### config.mk
export PLATFORM = sky130hd
export DESIGN_NAME = tvu_trip_vote
export DESIGN_NICKNAME = d
export VERILOG_FILES = /design/src/tvu_pkg.sv /design/src/tvu_trip_if.sv /design/src/tvu_trip_vote.sv /design/src/tvu_link_rx.sv
export SDC_FILE = /design/constraint.sdc
export NUM_CORES = 1
export LEC_CHECK = 0
export ABC_AREA = 0
export BUFFER_PORTS_ARGS = -buffer_cell sky130_fd_sc_hd__buf_4
export CAP_MARGIN = 20
export CORE_UTILIZATION = 25
export DETAILED_ROUTE_END_ITERATION = 7
export HOLD_SLACK_MARGIN = 0.03
export SLEW_MARGIN = 10
export SYNTH_ARGS = -nofsm -noshare
export SYNTH_HDL_FRONTEND = slang
export SYNTH_HIERARCHICAL = 1
export SYNTH_SLANG_ARGS = --single-unit
### constraint.sdc
create_clock -name pclk -period 3.99 [get_ports pclk]
set_input_delay 0.798 -clock pclk [delete_from_list [all_inputs] [get_ports pclk]]
set_output_delay 0.798 -clock pclk [all_outputs]
set_load 0.05 [all_outputs]
### src/tvu_pkg.sv
package tvu_pkg;
    // ==================================================
    // clock and timing
    localparam int CLK_MHZ = 125;
    localparam int STALE_US = 1000;
    localparam int STALE_CYC = STALE_US * CLK_MHZ;
    localparam int HALF_CYC = 4;
    localparam int JUMP_SETTLE = 3;
    localparam int NUM_CH = 4;
    localparam int VOTE_MIN = 2;

    // ==================================================
    // trip frame layout: start, scram, isolation, odd parity
    localparam int FRAME_BITS = 4;
    localparam int FR_START = 3;
    localparam int FR_SCRAM = 2;
    localparam int FR_ISO = 1;

    // ==================================================
    // apb register map
    localparam int ADDR_W = 8;
    localparam logic [7:0] OFF_STATUS = 8'h00;
    localparam logic [7:0] OFF_CTRL = 8'h04;
    localparam logic [7:0] OFF_FAULT = 8'h08;
    localparam logic [7:0] OFF_CHAN = 8'h0C;
    localparam logic [1:0] CTRL_RESET = 2'h0;
    localparam int CTRL_FORCE_SCRAM = 0;
    localparam int CTRL_FORCE_ISO = 1;
    localparam int ST_CH_SCRAM = 0;
    localparam int ST_CH_ISO = 4;
    localparam int ST_NM = 8;
    localparam int ST_SCRAM = 9;
    localparam int ST_ISO = 10;
    localparam int ST_BACKUP = 11;
    localparam int ST_BYP = 12;
    localparam int ST_BYP_SEL = 16;
    localparam int ST_LD_SCRAM_FLT = 18;
    localparam int ST_LD_ISO_FLT = 19;
    localparam int FLT_STALE = 0;
    localparam int FLT_BAD = 8;
    localparam int CHAN_VALID = 8;

    typedef enum logic [0:0] {
        TVU_RX_IDLE = 1'b0,
        TVU_RX_BITS = 1'b1
    } tvu_rx_state_e;
endpackage : tvu_pkg

### src/tvu_trip_if.sv
// ==================================================
// decoded trip input from one link receiver
interface tvu_trip_if;
    logic scram_trip;
    logic iso_trip;
    logic stale;
    logic bad;
    modport rx (output scram_trip, output iso_trip, output stale, output bad);
    modport vote (input scram_trip, input iso_trip, input stale, input bad);
endinterface : tvu_trip_if

### src/tvu_trip_vote.sv
module tvu_trip_vote #(
    parameter int HALF = tvu_pkg::HALF_CYC,
    parameter int STALE_CYC = tvu_pkg::STALE_CYC
) (
    input wire logic pclk,
    input wire logic presetn,
    // apb slave
    input wire logic [tvu_pkg::ADDR_W-1:0] paddr,
    input wire logic psel,
    input wire logic penable,
    input wire logic pwrite,
    input wire logic [31:0] pwdata,
    output logic [31:0] prdata,
    output logic pready,
    output logic pslverr,
    // trip links from the four channels and the neutron monitor
    input wire logic [tvu_pkg::NUM_CH-1:0] divisional_trip_channel,
    input wire logic neutron_monitor_trips,
    // panel jumpers
    input wire logic [1:0] chan_jumper,
    // bypass unit switches
    input wire logic byp_sensor,
    input wire logic [1:0] byp_sensor_sel,
    input wire logic byp_logic,
    input wire logic byp_steam_iso,
    input wire logic byp_transient,
    // load driver switches, one line out and one back each
    output logic [3:0] ld_scram_cmd,
    input wire logic [3:0] ld_scram_ret,
    output logic [3:0] ld_iso_cmd,
    input wire logic [3:0] ld_iso_ret,
    output logic backup_scram_trip,
    output logic scram_cmd,
    output logic iso_cmd,
    output logic [15:0] comms_gateway
);
    import tvu_pkg::*;

    localparam int NL = NUM_CH + 1;

    generate
        if (STALE_CYC < 1 || HALF < 2) begin : g_bad_param
            $error("tvu_trip_vote: STALE_CYC must be >= 1 and HALF >= 2");
        end
    endgenerate

    // ==================================================
    // helpers
    function automatic logic vote_2oo4(input logic [3:0] trips, input logic excl_en, input logic [1:0] excl_sel);
        logic [3:0] used;
        logic [2:0] n;
        used = trips;
        n = 3'h0;
        if (excl_en) begin
            used[excl_sel] = 1'b0;
        end
        for (int i = 0; i < 4; i++) begin
            n = n + {2'h0, used[i]};
        end
        return n >= 3'(VOTE_MIN);
    endfunction : vote_2oo4

    function automatic logic hit(input logic [ADDR_W-1:0] a, input logic [7:0] off);
        return a == off;
    endfunction : hit

    // ==================================================
    // link receivers, one per source
    tvu_trip_if links [NL] ();
    logic [NL-1:0] line_all;
    logic [NL-1:0] scram_in, iso_in, stale_in, bad_in;

    assign line_all = {neutron_monitor_trips, divisional_trip_channel};

    genvar g;
    generate
        for (g = 0; g < NL; g++) begin : g_rx
            tvu_link_rx #(
                .HALF(HALF),
                .STALE(STALE_CYC)
            ) u_rx (
                .pclk(pclk),
                .presetn(presetn),
                .line_in(line_all[g]),
                .link(links[g])
            );
            assign scram_in[g] = links[g].scram_trip;
            assign iso_in[g] = links[g].iso_trip;
            assign stale_in[g] = links[g].stale;
            assign bad_in[g] = links[g].bad;
        end
    endgenerate

    // ==================================================
    // synchronisers for jumpers, bypass switches and driver returns
    logic [1:0] jmp1, jmp2;
    logic [5:0] byp1, byp2;
    logic [7:0] ret1, ret2;

    always_ff @(posedge pclk or negedge presetn) begin
        if (!presetn) begin
            jmp1 <= 2'h0;
            jmp2 <= 2'h0;
            byp1 <= 6'h00;
            byp2 <= 6'h00;
            ret1 <= 8'h00;
            ret2 <= 8'h00;
        end else begin
            jmp1 <= chan_jumper;
            jmp2 <= jmp1;
            byp1 <= {byp_transient, byp_steam_iso, byp_logic, byp_sensor_sel, byp_sensor};
            byp2 <= byp1;
            ret1 <= {ld_iso_ret, ld_scram_ret};
            ret2 <= ret1;
        end
    end

    logic b_sensor, b_logic, b_steam, b_trans;
    logic [1:0] b_sel;
    assign b_sensor = byp2[0];
    assign b_sel = byp2[2:1];
    assign b_logic = byp2[3];
    assign b_steam = byp2[4];
    assign b_trans = byp2[5];

    // ==================================================
    // channel number, caught once after reset release
    logic [1:0] settle;
    logic [1:0] chan_id;
    logic chan_valid;

    // wait for the synchroniser to fill before trusting the jumpers
    always_ff @(posedge pclk or negedge presetn) begin
        if (!presetn) begin
            settle <= 2'h0;
            chan_id <= 2'h0;
            chan_valid <= 1'b0;
        end else if (!chan_valid) begin
            if (settle == 2'(JUMP_SETTLE - 1)) begin
                chan_id <= jmp2;
                chan_valid <= 1'b1;
            end else begin
                settle <= settle + 1'b1;
            end
        end
    end

    // ==================================================
    // control register; only adds trips, so software can never mask one
    logic [1:0] ctrl;

    // ==================================================
    // vote and command stage
    logic vote_scram, vote_iso;
    logic next_scram, next_iso;

    assign vote_scram = vote_2oo4(scram_in[NUM_CH-1:0], b_sensor, b_sel);
    // isolation vote ignores the sensor bypass; steam-line bypass holds off the voted isolation
    assign vote_iso = vote_2oo4(iso_in[NUM_CH-1:0], 1'b0, 2'h0) & !b_steam;
    assign next_scram = vote_scram | scram_in[NUM_CH] | ctrl[CTRL_FORCE_SCRAM];
    assign next_iso = vote_iso | ctrl[CTRL_FORCE_ISO];

    always_ff @(posedge pclk or negedge presetn) begin
        if (!presetn) begin
            scram_cmd <= 1'b0;
            iso_cmd <= 1'b0;
        end else begin
            scram_cmd <= next_scram;
            iso_cmd <= next_iso;
        end
    end

    // ==================================================
    // output logic: load drivers de-energize to trip, backup line is raised to trip, all held tripped in reset
    logic scram_eff, iso_eff;
    assign scram_eff = scram_cmd & !b_logic;
    assign iso_eff = iso_cmd & !b_logic;

    always_ff @(posedge pclk or negedge presetn) begin
        if (!presetn) begin
            ld_scram_cmd <= 4'h0;
            ld_iso_cmd <= 4'h0;
            backup_scram_trip <= 1'b1;
        end else begin
            ld_scram_cmd <= {4{!scram_eff}};
            ld_iso_cmd <= {4{!iso_eff}};
            backup_scram_trip <= scram_eff;
        end
    end

    // driver self-test: returned state must follow the command
    logic ld_scram_flt, ld_iso_flt;
    assign ld_scram_flt = |(ret2[3:0] ^ ld_scram_cmd);
    assign ld_iso_flt = |(ret2[7:4] ^ ld_iso_cmd);

    // status word toward the comms gateway
    always_ff @(posedge pclk or negedge presetn) begin
        if (!presetn) begin
            comms_gateway <= 16'h0000;
        end else begin
            comms_gateway <= {chan_valid, chan_id, b_trans, b_steam, b_logic, b_sensor,
                ld_iso_flt, ld_scram_flt, backup_scram_trip, iso_eff, scram_eff, |bad_in, |stale_in,
                iso_cmd, scram_cmd};
        end
    end

    // ==================================================
    // apb slave: one wait state, pready from a flop
    logic access, wr_fire;
    logic known;
    logic [31:0] rd_word;

    assign access = psel & penable & !pready;
    assign wr_fire = psel & penable & pready & pwrite;
    assign known = hit(paddr, OFF_STATUS) | hit(paddr, OFF_CTRL) | hit(paddr, OFF_FAULT) | hit(paddr, OFF_CHAN);

    // read mux, unmapped reads as zero
    always_comb begin
        rd_word = 32'h0000_0000;
        if (hit(paddr, OFF_STATUS)) begin
            rd_word[ST_CH_SCRAM +: NUM_CH] = scram_in[NUM_CH-1:0];
            rd_word[ST_CH_ISO +: NUM_CH] = iso_in[NUM_CH-1:0];
            rd_word[ST_NM] = scram_in[NUM_CH];
            rd_word[ST_SCRAM] = scram_cmd;
            rd_word[ST_ISO] = iso_cmd;
            rd_word[ST_BACKUP] = backup_scram_trip;
            rd_word[ST_BYP +: 4] = {b_trans, b_steam, b_logic, b_sensor};
            rd_word[ST_BYP_SEL +: 2] = b_sel;
            rd_word[ST_LD_SCRAM_FLT] = ld_scram_flt;
            rd_word[ST_LD_ISO_FLT] = ld_iso_flt;
        end else if (hit(paddr, OFF_CTRL)) begin
            rd_word[1:0] = ctrl;
        end else if (hit(paddr, OFF_FAULT)) begin
            rd_word[FLT_STALE +: NL] = stale_in;
            rd_word[FLT_BAD +: NL] = bad_in;
        end else if (hit(paddr, OFF_CHAN)) begin
            rd_word[1:0] = chan_id;
            rd_word[CHAN_VALID] = chan_valid;
        end
    end

    always_ff @(posedge pclk or negedge presetn) begin
        if (!presetn) begin
            pready <= 1'b0;
            pslverr <= 1'b0;
            prdata <= 32'h0000_0000;
        end else begin
            pready <= access;
            pslverr <= access & !known;
            prdata <= (access && !pwrite) ? rd_word : 32'h0000_0000;
        end
    end

    // control write at the completing edge only
    always_ff @(posedge pclk or negedge presetn) begin
        if (!presetn) begin
            ctrl <= CTRL_RESET;
        end else if (wr_fire && hit(paddr, OFF_CTRL)) begin
            ctrl <= pwdata[1:0];
        end
    end
endmodule : tvu_trip_vote

### src/tvu_link_rx.sv
module tvu_link_rx #(
    parameter int HALF = tvu_pkg::HALF_CYC,
    parameter int STALE = tvu_pkg::STALE_CYC
) (
    input wire logic pclk,
    input wire logic presetn,
    input wire logic line_in,
    tvu_trip_if.rx link
);
    import tvu_pkg::*;

    localparam int CW = $clog2(2 * HALF);
    localparam int SW = $clog2(STALE + 1);
    localparam logic [CW-1:0] MID1 = CW'(HALF / 2);
    localparam logic [CW-1:0] MID2 = CW'(HALF + HALF / 2);
    localparam logic [CW-1:0] LAST = CW'(2 * HALF - 1);
    localparam logic [1:0] LAST_BIT = 2'(FRAME_BITS - 1);
    localparam logic [SW-1:0] STALE_MAX = SW'(STALE);

    generate
        if (HALF < 2 || STALE < 1) begin : g_bad_param
            $error("tvu_link_rx: HALF must be >= 2 and STALE >= 1");
        end
    endgenerate

    logic s1, s2, s3;
    tvu_rx_state_e state;
    logic [CW-1:0] cnt;
    logic [1:0] bidx;
    logic first_half;
    logic err;
    logic [FRAME_BITS-1:0] sreg;
    logic [SW-1:0] age;
    logic scram_q, iso_q, bad_q;
    logic frame_end;
    logic [FRAME_BITS-1:0] full;
    logic good;

    // ==================================================
    // pin synchroniser; s1 feeds s2 only
    always_ff @(posedge pclk or negedge presetn) begin
        if (!presetn) begin
            s1 <= 1'b0;
            s2 <= 1'b0;
            s3 <= 1'b0;
        end else begin
            s1 <= line_in;
            s2 <= s1;
            s3 <= s2;
        end
    end

    // frame check at the last mid-bit sample
    assign frame_end = (state == TVU_RX_BITS) && (cnt == MID2) && (bidx == LAST_BIT);
    assign full = {sreg[FRAME_BITS-2:0], first_half};
    assign good = !err && (first_half != s2) && full[FR_START] && (^full);

    // ==================================================
    // manchester bit walker, started by a rising edge when idle
    always_ff @(posedge pclk or negedge presetn) begin
        if (!presetn) begin
            state <= TVU_RX_IDLE;
            cnt <= '0;
            bidx <= 2'h0;
            first_half <= 1'b0;
            err <= 1'b0;
            sreg <= '0;
        end else begin
            case (state)
                TVU_RX_IDLE: begin
                    if (s2 && !s3) begin
                        state <= TVU_RX_BITS;
                        cnt <= '0;
                        bidx <= 2'h0;
                        err <= 1'b0;
                    end
                end
                TVU_RX_BITS: begin
                    cnt <= cnt + 1'b1;
                    if (cnt == MID1) begin
                        first_half <= s2;
                    end
                    if (cnt == MID2) begin
                        sreg <= full;
                        // both halves equal: no mid-bit transition
                        if (first_half == s2) begin
                            err <= 1'b1;
                        end
                    end
                    if (cnt == LAST) begin
                        cnt <= '0;
                        bidx <= bidx + 1'b1;
                        if (bidx == LAST_BIT) begin
                            state <= TVU_RX_IDLE;
                        end
                    end
                end
                default: state <= TVU_RX_IDLE;
            endcase
        end
    end

    // ==================================================
    // decoded result; reset reads as tripped until a good frame
    always_ff @(posedge pclk or negedge presetn) begin
        if (!presetn) begin
            scram_q <= 1'b1;
            iso_q <= 1'b1;
            bad_q <= 1'b0;
        end else if (frame_end) begin
            if (good) begin
                scram_q <= full[FR_SCRAM];
                iso_q <= full[FR_ISO];
                bad_q <= 1'b0;
            end else begin
                bad_q <= 1'b1;
            end
        end
    end

    // refresh watchdog, starts expired so silence is a trip
    always_ff @(posedge pclk or negedge presetn) begin
        if (!presetn) begin
            age <= STALE_MAX;
        end else if (frame_end && good) begin
            age <= '0;
        end else if (age != STALE_MAX) begin
            age <= age + 1'b1;
        end
    end

    assign link.stale = (age == STALE_MAX);
    assign link.bad = bad_q;
    assign link.scram_trip = scram_q | bad_q | link.stale;
    assign link.iso_trip = iso_q | bad_q | link.stale;
endmodule : tvu_link_rx

# After elaboration in Yosys (flattened, before gate mapping)
# Cells that the tools add are included.
# totals
out_inout_bits,61
regBits,251
word_cells,417
# classes
addsub,22
n_mux,104
n_reduce_logical,97
eq_ne,64
bitwise,43
magnitude_cmp,4
# op_table
operator,count
17-bit 2-to-1 mux,10
17-bit by 1-bit adder with 17-bit output (second input constant),5
17-bit equality test (second input constant),5
17-bit inequality test (second input constant),5
2-bit AND reduction,22
1-bit 2-to-1 mux,40
3-bit 2-to-1 mux,13
1-bit logical AND,38
3-bit equality test (second input constant),10
2-bit inequality test (second input constant),15
3-bit case mux with 2 select lines,5
2-bit 2-to-1 mux,13
1-bit OR,24
20-bit 2-to-1 mux,1
1-bit case mux with 2 select lines,10
2-bit case mux with 2 select lines,5
4-bit XOR reduction,5
1-bit logical NOT,17
8-bit by 4-bit equality test with 1-bit output (second input constant),2
3-bit by 1-bit adder with 3-bit output (second input constant),5
3-bit by 2-bit equality test with 1-bit output (second input constant),5
5-bit 2-to-1 mux,3
3-bit AND reduction,5
2-bit by 1-bit adder with 2-bit output (second input constant),6
other kinds (23),65

# Logic depth before layout (Yosys ltp)
# logic_depth
ltp_word,13
mapped_depth,9
depth_no_buf,9

# Hierarchy
# The synthesis kept the hierarchy.
# by_module_without_submodules
mod,instances,area_per_inst_um2,cells_each
tvu_link_rx (g_rx[1].u_rx ...),3,1759.2,170
tvu_trip_vote,1,2847.7,192
tvu_link_rx (g_rx[3].u_rx),1,1761.7,169
tvu_link_rx (g_rx[0].u_rx),1,1692.9,168

# Worst setup path after synthesis
# No wires, ideal clock.
# synth_path
kind,reg-to-reg
start,reg g_rx[0].u_rx.age[11]
end,reg scram_cmd
path_stages_with_launch,9
path_buffers,0
synth_period_minus_slack_ns,2.852
slack_ns,1.138
required_time_ns,3.851
t_arrival_ns,2.713
cell_sequence,dfstp_2 > nand2b_1 > or4b_2 > nor4_2 > or3_1 > o31a_1 > fa_1 > o211a_1 > or4_1
# synth_between
elab_chain_len,10
# synth_rtl
item,line,rtl
start: declaration,tvu_link_rx.sv:33,logic [SW-1:0] age;
start signal: assignment,tvu_link_rx.sv:128,age <= age + 1'b1;
17-bit equality test *,tvu_link_rx.sv:132,assign link.stale = (age == STALE_MAX);
1-bit OR *,tvu_link_rx.sv:134,assign link.scram_trip = scram_q | bad_q | link.stale;
net links[0].scram_trip,tvu_trip_if.sv:4,logic scram_trip;
4-bit AND (no line),n/a,
4-bit 2-to-1 mux *,tvu_trip_vote.sv:54,if (excl_en) begin
1-bit by 1-bit adder with 2-bit output *,tvu_trip_vote.sv:58,"n = n + {2'h0, used[i]};"
2-bit by 1-bit adder with 3-bit output *,tvu_trip_vote.sv:58,
3-bit by 1-bit adder with 3-bit output *,tvu_trip_vote.sv:58,
3-bit by 2-bit greater-or-equal comparator with 1-bit output *,tvu_trip_vote.sv:60,return n >= 3'(VOTE_MIN);
1-bit OR * (2 in a row),tvu_trip_vote.sv:160,assign next_scram = vote_scram | scram_in[NUM_CH] | ctrl[CTRL_FORCE_SCRAM];
net next_scram,tvu_trip_vote.sv:155,"logic next_scram, next_iso;"
end signal: assignment,tvu_trip_vote.sv:168,scram_cmd <= next_scram;
end: declaration,tvu_trip_vote.sv:33,"output logic scram_cmd,"
# Mark *: on every way through the listed nets, which the timed path passes. The rest lies on a longest branch.
# A chain may end at the register's enable or synchronous reset.

# Worst setup path after layout
# Same ends and word-level chain as after synthesis.

==> summary.txt <==
Run status
  – Status: finished, final reports clean

Hold path
  – Hold crit path type: input pin to async pin

Floorplan
  – Core area: 0.04548 mm²
  – Die area: 0.04701 mm²
  – Die width: around 220 µm
  – Rows: 78
  – Initial Util: between 20% and 30%
  – Die height: 216.8 µm
  – Ports: approximately 130

Drt
  – DRC: 0
  – Via count: 7694
  – Wirelength, routed: 23500 µm
  – TritonRoute pass-1 iters: 4
  – Post-DR vias/cell: 4.397
  – 1st-iter DRT viols: 462
  – Remaining antenna violation count: 0
  – Drt wl/cell: 13.43 µm

Finish
  – Commonest non-fill, non-tap cell in the layout: dfrtp_1
  – Synth-to-layout area growth: 18.98%
  – Final #Nets: approximately 1200
  – Layout cell share with drive strength beyond 1: 22.49%
  – Commonest non-fill, non-tap cells in the layout: dfrtp_1 (206), nor2_1 (94), buf_4 (89)

Global route
  – Initial antenna violation count: 1
  – Number of global-route vias before repair: 7540
  – Largest net degree at the start of global routing: 100
  – First-pass GRT wire length: 39230 µm
  – Remaining global-route overflow: 0
  – Gr usage total: 10.20%

Timing
  – Final worst path period share: 76.30%
  – Final min period: between 3 and 4 ns
  – Fmax: 328.5 MHz
  – Measured slew at the worst slew-check pin: 0.6786 ns
  – Final hold vios: 0
  – Pins Over Slew Limit: 0
  – Slew HR: 54.34%
  – Setup repair after global routing missed its margin: false
  – Hold_ws: 0.2145 ns
  – Final setup violation count: 0
  – Setup TNS: 0 ns
  – Clock skew: 0.02303 ns

Synth
  – Synth warn: 6
  – Cells after Synth: 1036
  – Mean Syn Cell Area: between 10 and 15 µm²
  – Synthesized area: 0.01154 mm²

Job
  – Max Cap Viol: 0

Clock network
  – Post-CTS Setup Bufs: 0
  – CTS Root Cell: clkbuf_16
  – CTS sink count: about 250
  – TritonCTS clock tree: built
  – Number of hold buffers added after cts: 0
  – Skew-Pair Late Insertion Delay: 0.55 ns
  – Quantity of gates resized following cts: 0
  – Num CTS Buffers: 27
  – Clk buf depth: 3
  – Reg clk slew, reported paths: 0.06 ns
  – H-tree depth: 1

Placement
  – DP HPWL: 16460 µm
  – Port Buf Inserts: 84
  – Placer Congestion: 0.7962

Pwr
  – Gate power share: around a fifth
  – Sw power: 2.238 mW
  – Clock power share: a little over a third
  – Internal Power: between 5 and 6 mW
  – Sequential share of power: 45.8%
  – Cell area power density: between 500 and 600 mW/mm²
  – Maximum VDD drop: 0.0003268 V
  – Leakage: about 6 nW
  – Switching share of total power: 30.08%

Critical path
  – CP max FO: 5
  – Crit end category: flip-flop
  – Crit path DAT: 3.45 ns
  – Kind of critical path: flip-flop to flip-flop
  – Crit start category: flip-flop
  – Worst EP required: 4.40 ns
[power by group through the flow]
stage	sequential, mW	combinational, mW	clock (mW)
final	3.41	1.42	2.61
after global routing	3.49	1.63	2.80
after CTS	3.41	1.45	2.70
after detailed placement	3.45	1.44	0
after global placement	3.44	1.39	0
after floorplan	3.40	1.06	0
[worst max-delay path, stage by stage, from the launching register on]
cell and delay, ns:
dfstp_2 0.56, nand2b_1 0.09, or4b_2 0.65, nor4_2 0.16, buf_4 0.18, or3_1 0.14
o31a_1 0.17, fa_1 0.42, o211a_1 0.13, or4_1 0.39
[metal layers]
| layer | share of wire [%] | vias to the layer above | track usage [%] |
|---|---|---|---|
| met4 | 1.9 | 0 | 3.005 |
| met2 | 46 | 114 | 16.00 |
| li1 | - | 3756 | - |
| met1 | 49 | 3792 | 14.34 |
| met3 | 3.3 | 32 | 1.747 |
| met5 | 0 | - | 0 |
[sequential cells by signal, indices dropped and copies added, names as in the netlist, 5 cells and up]
name / cells
byp1: 6
byp2: 6
comms_gateway: 16
g_rx.u_rx/age: 85
g_rx.u_rx/bidx: 10
g_rx.u_rx/cnt: 15
g_rx.u_rx/err: 5
g_rx.u_rx/first_half: 5
g_rx.u_rx/link.bad: 5
g_rx.u_rx/s1: 5
g_rx.u_rx/s2: 5
g_rx.u_rx/s3: 5
g_rx.u_rx/scram_q: 5
g_rx.u_rx/sreg: 15
g_rx.u_rx/state: 5
prdata: 20
ret1: 8
ret2: 8
[through the flow]
stage	setup WS [ns]	power [mW]	utilization, %	cell area (µm²)	std cells
finish	0.9455	7.440	30.18	13730	1750
global route	0.8441	7.915	30.16	13720	1747
CTS	0.9284	7.558	30.16	13720	1747
detailed placement	0.9902	4.895	28.12	12790	1697
global placement	1.012	4.824	28.12	12790	1697
floorplan	1.138	4.455	-	11580	1047
[cell type report]
cell class / count / area (µm²)
fill: 4637 / 31750
sequential: 251 / 6337
multi-input combinational: 708 / 4803
clock buffer: 40 / 774.5
tap: 600 / 750.7
timing repair buffer: 92 / 723.2
inverter: 46 / 172.7
clock inverter: 10 / 156.4
antenna: 3 / 7.507
[worst paths after layout]
path	startpoint	endpoint	slack, ns	cells after the start
max	g_rx[0].u_rx/age[11]	scram_cmd	0.95	9
min	presetn	g_rx[0].u_rx/s1	0.21	1
max reg2reg	g_rx[0].u_rx/age[11]	scram_cmd	0.95	9
min reg2reg	byp1[0]	byp2[0]	0.34	0
max in group asynchronous	presetn	g_rx[4].u_rx/age[14]	2.83	2
min in group pclk	byp1[0]	byp2[0]	0.34	0
(Power assumes the default switching activity.)
